$ cat config.mk
export PLATFORM = sky130hd
export DESIGN_NAME = obcd_option_decoder
export DESIGN_NICKNAME = d
export VERILOG_FILES = /design/src/verilog/obcd_pkg.sv /design/src/verilog/obcd_option_decoder.sv
export SDC_FILE = /design/constraint.sdc
export NUM_CORES = 1
export LEC_CHECK = 0
export BUFFER_PORTS_ARGS = -buffer_cell sky130_fd_sc_hd__buf_2
export CAP_MARGIN = 20
export CORE_UTILIZATION = 55
export CTS_BUF_LIST = sky130_fd_sc_hd__clkbuf_4
export DETAILED_ROUTE_END_ITERATION = 10
export HOLD_SLACK_MARGIN = 0.08
export PLACE_DENSITY_LB_ADDON = 0.3
export SLEW_MARGIN = 20
export SYNTH_ARGS = -nofsm -noshare
export SYNTH_HDL_FRONTEND = slang
export SYNTH_SLANG_ARGS = --single-unit
$ cat constraint.sdc
create_clock -name sys_clk -period 4.8 [get_ports sys_clk]
set_clock_uncertainty 0.1 [all_clocks]
set_input_delay 0 -clock sys_clk [delete_from_list [all_inputs] [get_ports sys_clk]]
set_output_delay 0 -clock sys_clk [all_outputs]
set_load 0.03 [all_outputs]
$ cat src/verilog/obcd_pkg.sv
// Package for the option byte configuration decoder: layout, defaults, states
// Summary of operation
// - Option bytes are read or written only on requests in programming mode; a protected erase already started completes even outside it.
// - Byte one bits 7:6 pick start-up clock: internal RC, wake-up RC, reserved, external pin.
// - Default option byte contents start the device from the internal RC oscillator.
// - Byte one bits 3:2 set detector: 11 off, 10 high, 01 medium, 00 low.
// - Byte one bit 1: 0 watchdog always on by hardware, 1 enabled by software.
// - Byte one bit 0: 1 resets on halt entry with watchdog active, 0 does not.
// - Byte zero bit 2 sets sector 0 size: 0 half kilobyte, 1 one kilobyte.
// - Byte zero bit 1 set blocks read-out of program memory and flash writes.
// - Erasing option bytes under read-out protection first erases all program memory.
// - Byte zero bit 0 set makes program memory and that bit permanently locked.
// - Program memory is delivered erased, every byte holding all ones.
package obcd_pkg;

  // Reset (default) contents of the two option bytes
  localparam logic [7:0] CFG1_RESET      = 8'h2f;
  localparam logic [7:0] CFG0_RESET      = 8'hf0;
  // Erased value of every program memory byte
  localparam logic [7:0] PROG_MEM_ERASED = 8'hff;

  // Byte one field positions
  localparam int STARTUP_CLK_MSB = 7;
  localparam int STARTUP_CLK_LSB = 6;
  localparam int DET_MSB         = 3;
  localparam int DET_LSB         = 2;
  localparam int WDOG_TYPE_BIT   = 1;
  localparam int WDOG_HALT_BIT   = 0;
  // Byte zero field positions
  localparam int SECTOR0_BIT = 2;
  localparam int ROP_BIT     = 1;
  localparam int WP_BIT      = 0;

  // Start-up clock codes
  localparam logic [1:0] CLK_INT_RC   = 2'h0;
  localparam logic [1:0] CLK_WAKE_RC  = 2'h1;
  localparam logic [1:0] CLK_RESERVED = 2'h2;
  localparam logic [1:0] CLK_EXT_PIN  = 2'h3;

  // Detector threshold codes
  localparam logic [1:0] DET_LOWEST  = 2'h0;
  localparam logic [1:0] DET_MEDIUM  = 2'h1;
  localparam logic [1:0] DET_HIGHEST = 2'h2;
  localparam logic [1:0] DET_OFF     = 2'h3;

  typedef enum logic [1:0] {
    OBCD_LOAD,
    OBCD_RUN,
    OBCD_MEM_ERASE
  } obcd_state_t;

  typedef struct packed {
    obcd_state_t state;
    logic [7:0]  cfg0;
    logic [7:0]  cfg1;
    logic [7:0]  rdata;
    logic        ack;
    logic        refused;
    logic        nv_wr;
    logic        nv_sel;
    logic [7:0]  nv_data;
    logic        nv_opt_erase;
    logic        mem_erase_req;
    logic [7:0]  mem_fill;
    logic        valid;
    logic        wr_block;
  } obcd_regs_t;

endpackage : obcd_pkg

$ cat src/verilog/obcd_option_decoder.sv
// Option byte holder, programming access port and configuration decoder
`timescale 1ns/10ps
`default_nettype none

module obcd_option_decoder (
  input  wire logic       sys_clk,
  input  wire logic       rst,
  input  wire logic       prog_mode,
  input  wire logic       prog_rd,
  input  wire logic       prog_wr,
  input  wire logic       prog_erase,
  input  wire logic       prog_sel,
  input  wire logic [7:0] prog_wdata,
  input  wire logic [7:0] nv_byte0,
  input  wire logic [7:0] nv_byte1,
  input  wire logic       mem_erase_done,
  output logic      [7:0] prog_rdata,
  output logic            prog_ack,
  output logic            prog_refused,
  output logic            nv_wr_strobe,
  output logic            nv_wr_sel,
  output logic      [7:0] nv_wr_data,
  output logic            nv_opt_erase,
  output logic            mem_erase_req,
  output logic      [7:0] mem_erase_fill,
  output logic            config_valid,
  output logic      [1:0] startup_clock_select,
  output logic      [1:0] low_voltage_detect_threshold,
  output logic            watchdog_type_select,
  output logic            watchdog_halt_reset,
  output logic            sector_zero_size,
  output logic            readout_protect,
  output logic            flash_write_protect,
  output logic            flash_write_block
);

  obcd_pkg::obcd_regs_t ob_reg;
  obcd_pkg::obcd_regs_t ob_next;

  // Picks one of the two option bytes
  function automatic logic [7:0] pick_byte(input logic sel, input logic [7:0] b0, input logic [7:0] b1);
    pick_byte = sel ? b1 : b0;
  endfunction : pick_byte

  always_comb
  begin
    ob_next              = ob_reg;
    ob_next.ack          = 1'b0;
    ob_next.refused      = 1'b0;
    ob_next.nv_wr        = 1'b0;
    ob_next.nv_opt_erase = 1'b0;
    ob_next.mem_fill     = obcd_pkg::PROG_MEM_ERASED;
    case (ob_reg.state)
      obcd_pkg::OBCD_LOAD:
      begin
        // Stored bytes are captured right after reset release
        ob_next.cfg0  = nv_byte0;
        ob_next.cfg1  = nv_byte1;
        ob_next.valid = 1'b1;
        ob_next.state = obcd_pkg::OBCD_RUN;
      end
      obcd_pkg::OBCD_RUN:
      begin
        if (!prog_mode)
        begin
          // Normal mode: requests ignored, read data held at zero
          ob_next.rdata = 8'h00;
        end
        else if (prog_erase)
        begin
          if (ob_reg.cfg0[obcd_pkg::WP_BIT])
          begin
            ob_next.refused = 1'b1;
          end
          else if (ob_reg.cfg0[obcd_pkg::ROP_BIT])
          begin
            ob_next.mem_erase_req = 1'b1;
            ob_next.state         = obcd_pkg::OBCD_MEM_ERASE;
          end
          else
          begin
            ob_next.cfg0         = obcd_pkg::CFG0_RESET;
            ob_next.cfg1         = obcd_pkg::CFG1_RESET;
            ob_next.nv_opt_erase = 1'b1;
            ob_next.ack          = 1'b1;
          end
        end
        else if (prog_wr)
        begin
          if (ob_reg.cfg0[obcd_pkg::WP_BIT])
          begin
            ob_next.refused = 1'b1;
          end
          else
          begin
            // The programmer keeps the reserved bits at their fixed values
            if (prog_sel)
            begin
              ob_next.cfg1 = prog_wdata;
            end
            else
            begin
              ob_next.cfg0 = prog_wdata;
            end
            ob_next.nv_wr   = 1'b1;
            ob_next.nv_sel  = prog_sel;
            ob_next.nv_data = prog_wdata;
            ob_next.ack     = 1'b1;
          end
        end
        else if (prog_rd)
        begin
          ob_next.rdata = pick_byte(prog_sel, ob_reg.cfg0, ob_reg.cfg1);
          ob_next.ack   = 1'b1;
        end
      end
      obcd_pkg::OBCD_MEM_ERASE:
      begin
        if (!prog_mode)
        begin
          ob_next.rdata = 8'h00;
        end
        // Option bytes go back to defaults only once memory is wiped
        if (mem_erase_done)
        begin
          ob_next.mem_erase_req = 1'b0;
          ob_next.cfg0          = obcd_pkg::CFG0_RESET;
          ob_next.cfg1          = obcd_pkg::CFG1_RESET;
          ob_next.nv_opt_erase  = 1'b1;
          ob_next.ack           = 1'b1;
          ob_next.state         = obcd_pkg::OBCD_RUN;
        end
      end
      default:
      begin
        ob_next.state = obcd_pkg::OBCD_LOAD;
      end
    endcase
    // Either protection refuses flash writes; follows byte zero in the same cycle
    ob_next.wr_block = ob_next.cfg0[obcd_pkg::ROP_BIT] | ob_next.cfg0[obcd_pkg::WP_BIT];
  end

  always_ff @(posedge sys_clk)
  begin
    if (rst)
    begin
      ob_reg.state         <= obcd_pkg::OBCD_LOAD;
      ob_reg.cfg0          <= obcd_pkg::CFG0_RESET;
      ob_reg.cfg1          <= obcd_pkg::CFG1_RESET;
      ob_reg.rdata         <= 8'h00;
      ob_reg.ack           <= 1'b0;
      ob_reg.refused       <= 1'b0;
      ob_reg.nv_wr         <= 1'b0;
      ob_reg.nv_sel        <= 1'b0;
      ob_reg.nv_data       <= 8'h00;
      ob_reg.nv_opt_erase  <= 1'b0;
      ob_reg.mem_erase_req <= 1'b0;
      ob_reg.mem_fill      <= obcd_pkg::PROG_MEM_ERASED;
      ob_reg.valid         <= 1'b0;
      ob_reg.wr_block      <= 1'b0;
    end
    else
    begin
      ob_reg <= ob_next;
    end
  end

  assign prog_rdata                   = ob_reg.rdata;
  assign prog_ack                     = ob_reg.ack;
  assign prog_refused                 = ob_reg.refused;
  assign nv_wr_strobe                 = ob_reg.nv_wr;
  assign nv_wr_sel                    = ob_reg.nv_sel;
  assign nv_wr_data                   = ob_reg.nv_data;
  assign nv_opt_erase                 = ob_reg.nv_opt_erase;
  assign mem_erase_req                = ob_reg.mem_erase_req;
  assign mem_erase_fill               = ob_reg.mem_fill;
  assign config_valid                 = ob_reg.valid;
  assign startup_clock_select         = ob_reg.cfg1[obcd_pkg::STARTUP_CLK_MSB:obcd_pkg::STARTUP_CLK_LSB];
  assign low_voltage_detect_threshold = ob_reg.cfg1[obcd_pkg::DET_MSB:obcd_pkg::DET_LSB];
  assign watchdog_type_select         = ob_reg.cfg1[obcd_pkg::WDOG_TYPE_BIT];
  assign watchdog_halt_reset          = ob_reg.cfg1[obcd_pkg::WDOG_HALT_BIT];
  assign sector_zero_size             = ob_reg.cfg0[obcd_pkg::SECTOR0_BIT];
  assign readout_protect              = ob_reg.cfg0[obcd_pkg::ROP_BIT];
  assign flash_write_protect          = ob_reg.cfg0[obcd_pkg::WP_BIT];
  assign flash_write_block            = ob_reg.wr_block;
endmodule : obcd_option_decoder

`default_nettype wire

==> flow_metrics.env <==
export IMPL_outcome="completed"
export IMPL_worst_path_most_repeated_cell="nand2_1"
export IMPL_synthDistinctLibCells=41
export IMPL_dp_hpwl_mm=3.88
export IMPL_min_path_type="in2reg"
export IMPL_synth_cells=272
export IMPL_place_port_buffers=64
export IMPL_internal_power_w=0.000780
export IMPL_path_max_fanout=11
export IMPL_start_util_pct=56.9
export IMPL_ant_nets=0
export IMPL_synth_edf_count=0
export IMPL_synth_most_common_cell="dfxtp_1"
export IMPL_totalWireLength_mm=5.93
export IMPL_power_density_mw_per_mm2=439
export IMPL_cts_clk_slew_worst_paths_ns=0.13
export IMPL_p_leak_nw=1.31
export IMPL_setup_slack_ns=1.89
export IMPL_cts_resized_gates=0
export IMPL_pre_cts_slack_ns=2.23
export IMPL_grt_pass1_vias=1957
export IMPL_h_tree_depth=2
export IMPL_cts_sinks=42
export IMPL_grt_pass1_wl_mm=9.38
export IMPL_synth_seq_cells=42
export IMPL_core_mm2=0.00400
export IMPL_p_clk_share_pct=22.4
export IMPL_area_growth_pct=26.8
export IMPL_grt_max_degree=39
export IMPL_initialDrtViolationCount=169
export IMPL_r2r_worst_path_cells=7
export IMPL_dieArea_mm2=0.00440
export IMPL_power_frac_comb_pct=40.7
export IMPL_r2r_end="startup_clock_select[0]"
export IMPL_maxCapViolations=0
export IMPL_drc=0
export IMPL_critPathBufInv=2
export IMPL_antenna_found_initial=0
export IMPL_worst_slew_pin_slew_ns=0.735
export IMPL_synth_area_mm2=0.00228
export IMPL_finalNetCount=379
export IMPL_gp_congestion=0.882
export IMPL_hold_end="nv_wr_data[2]"
export IMPL_via_count=2198
export IMPL_r2r_start="ob_reg[49]"
export IMPL_crit_family="simple AND/OR/NAND/NOR gates"
export IMPL_synthTopCellsByArea="dfxtp_1 37%, buf_4 9.2%, mux2i_1 8.4%, nor2_1 5.9%, nand2_1 5.1%"
export IMPL_numCtsBuffers=5
export IMPL_cts_tree="done"
export IMPL_fp_dieW_um=66.3
export IMPL_seqPwrFrac_pct=37.0
export IMPL_yosysWarnings=0
export IMPL_yosys_top_cells_count="42 x dfxtp_1, 36 x nor2_1, 31 x nand2_1"
export IMPL_ir_drop_uv=303
export IMPL_slowest_stage="nor3_2"
export IMPL_insertedDiodeCount=0
export IMPL_ys_seq_area_share_pct=36.9
export IMPL_cts_root_buf="clkbuf_4"
export IMPL_crit_arrival_ns=3.12
export IMPL_reg2reg_setup_slack_ns=1.89
export IMPL_synth_largest_area_cell="dfxtp_1"
export IMPL_avgViaCountPerCell=5.58
export IMPL_synth_ff_type="dfxtp_1"
export IMPL_min_from="prog_wdata[2]"
export IMPL_start_kind="flop"
export IMPL_max_slew_margin_pct=51.0
export IMPL_required_ns=5.01
export IMPL_wl_per_cell_um=15.0
export IMPL_period_share_pct=60.6
export IMPL_clock_latency_ns=0.37
export IMPL_drt_pass1_iter_count=4
export IMPL_largest_reg_flops=9
export IMPL_swShare_pct=38.4
export IMPL_synthArstFlopShare_pct=0
export IMPL_avgSynthCellArea_um2=8.37
export IMPL_path_class="reg2reg"
export IMPL_clk_path_buf_depth=2
export IMPL_max_freq_mhz=344
export IMPL_rsz0062_at_grt="no"
export IMPL_die_h_um=66.3
export IMPL_rows=23
export IMPL_cpPeakStageDelay_ns=0.59
export IMPL_setup_viol=0
export IMPL_synth_top_area_share_pct=36.9
export IMPL_hold_viol=0
export IMPL_p_switching_w=0.000486
export IMPL_grt_ovfl_total=0
export IMPL_min_path_cells=4
export IMPL_cp_cell_sequence="inv_1 -> ha_1 -> nand2_1 -> nor3_2 -> nand2_1 -> a311oi_1 -> dlygate4sd3_1"
export IMPL_cp_end_kind="flop"
export IMPL_maxSlewViolCount=0
export IMPL_ios=73
export IMPL_fin_tns_setup_ns=0
export IMPL_grt_usage_pct=28.3
export IMPL_drive_gt1_share_pct=22.1
export IMPL_min_period_ns=2.91
## cells in the final DEF (no fill, tap or decap), types with 5 or more instances in the layout
cell	n
nor2_1	36
conb_1	8
clkbuf_4	5
buf_2	64
a21o_1	9
dlygate4sd3_1	37
a22oi_1	10
dfxtp_1	42
a221oi_1	9
a21oi_1	19
nand2_1	31
mux2i_1	19
## metrics by stage
stage / utilization [%] / hold slack (ns) / cells / power [W] / instance area (um^2)
6_report: 72.2 / 0.347 / 394 / 0.00127 / 2890
5_1_grt: 72.2 / 0.371 / 394 / 0.00134 / 2890
4_1_cts: 71.9 / 0.348 / 394 / 0.00125 / 2880
3_5_place_dp: 60.1 / 0.175 / 349 / 0.000938 / 2400
3_3_place_gp: 60.1 / 0.171 / 349 / 0.000931 / 2400
2_1_floorplan: - / 0.0360 / 279 / 0.000848 / 2300
## worst register-to-register path, stage by stage, from the launching register on
cell,delay [ns]
dfxtp_1,0.36
inv_1,0.09
ha_1,0.40
nand2_1,0.28
nor3_2,0.59
nand2_1,0.16
a311oi_1,0.30
dlygate4sd3_1,0.59
## power by group through the flow
stage | clock network [W] | logic [W] | registers [W]
floorplan | 0 | 0.000350 | 0.000498
global placement | 0 | 0.000459 | 0.000472
detailed placement | 0 | 0.000464 | 0.000474
CTS | 0.000282 | 0.000505 | 0.000466
global route | 0.000298 | 0.000564 | 0.000475
finish | 0.000283 | 0.000515 | 0.000468
## final cells by class
class	instances	area, um^2
inverters	4	15.0
fillers	336	1110
clock buffers	5	37.5
well taps	50	62.6
flip-flops and latches	42	841
clock inverters	3	63.8
multi-input cells	189	1180
repair buffers	101	691
## how the worst max path moves through the flow
stage	startpoint	end	slack [ns]	cells after the start
global placement	ob_reg[49]	startup_clock_select[1]	2.27	6
global route	ob_reg[49]	startup_clock_select[0]	1.62	7
floorplan	ob_reg[48]	prog_rdata[0]	2.81	6
detailed placement	ob_reg[49]	sector_zero_size	2.23	6
finish	ob_reg[49]	startup_clock_select[0]	1.89	7
CTS	ob_reg[49]	startup_clock_select[0]	1.69	7
## cells by family (layout without fill, tap and decap cells)
| family | count (synthesis) | after routing | synth area share [%] |
|---|---|---|---|
| muxes | 19 | 19 | 8.35 |
| and+or+nand+nor | 95 | 95 | 19.1 |
| buffers and inverters | 48 | 113 | 13.0 |
| AOI/OAI and AO/OA | 63 | 63 | 20.3 |
| DFF | 42 | 42 | 36.9 |
| adders and majority gates | 4 | 4 | 2.20 |
| other | 1 | 8 | 0.165 |
## what timing repair did
item | 4_1_cts | 5_1_grt
setup buffers | 0 | 0
hold buffers | 37 | 0
hold endpoints to repair | 40 | 0
setup endpoints to repair | 0 | 0
## layer usage
layer  track usage (%)  up-vias  part of all wire, %
li1                  -     1066                    -
met1              35.6     1028                   42
met2              48.3       93                   51
met3              5.52       11                  5.1
met4              8.51        0                  1.9
met5                 0        -                    0
Note: power is estimated with default switching activity, not from simulation.
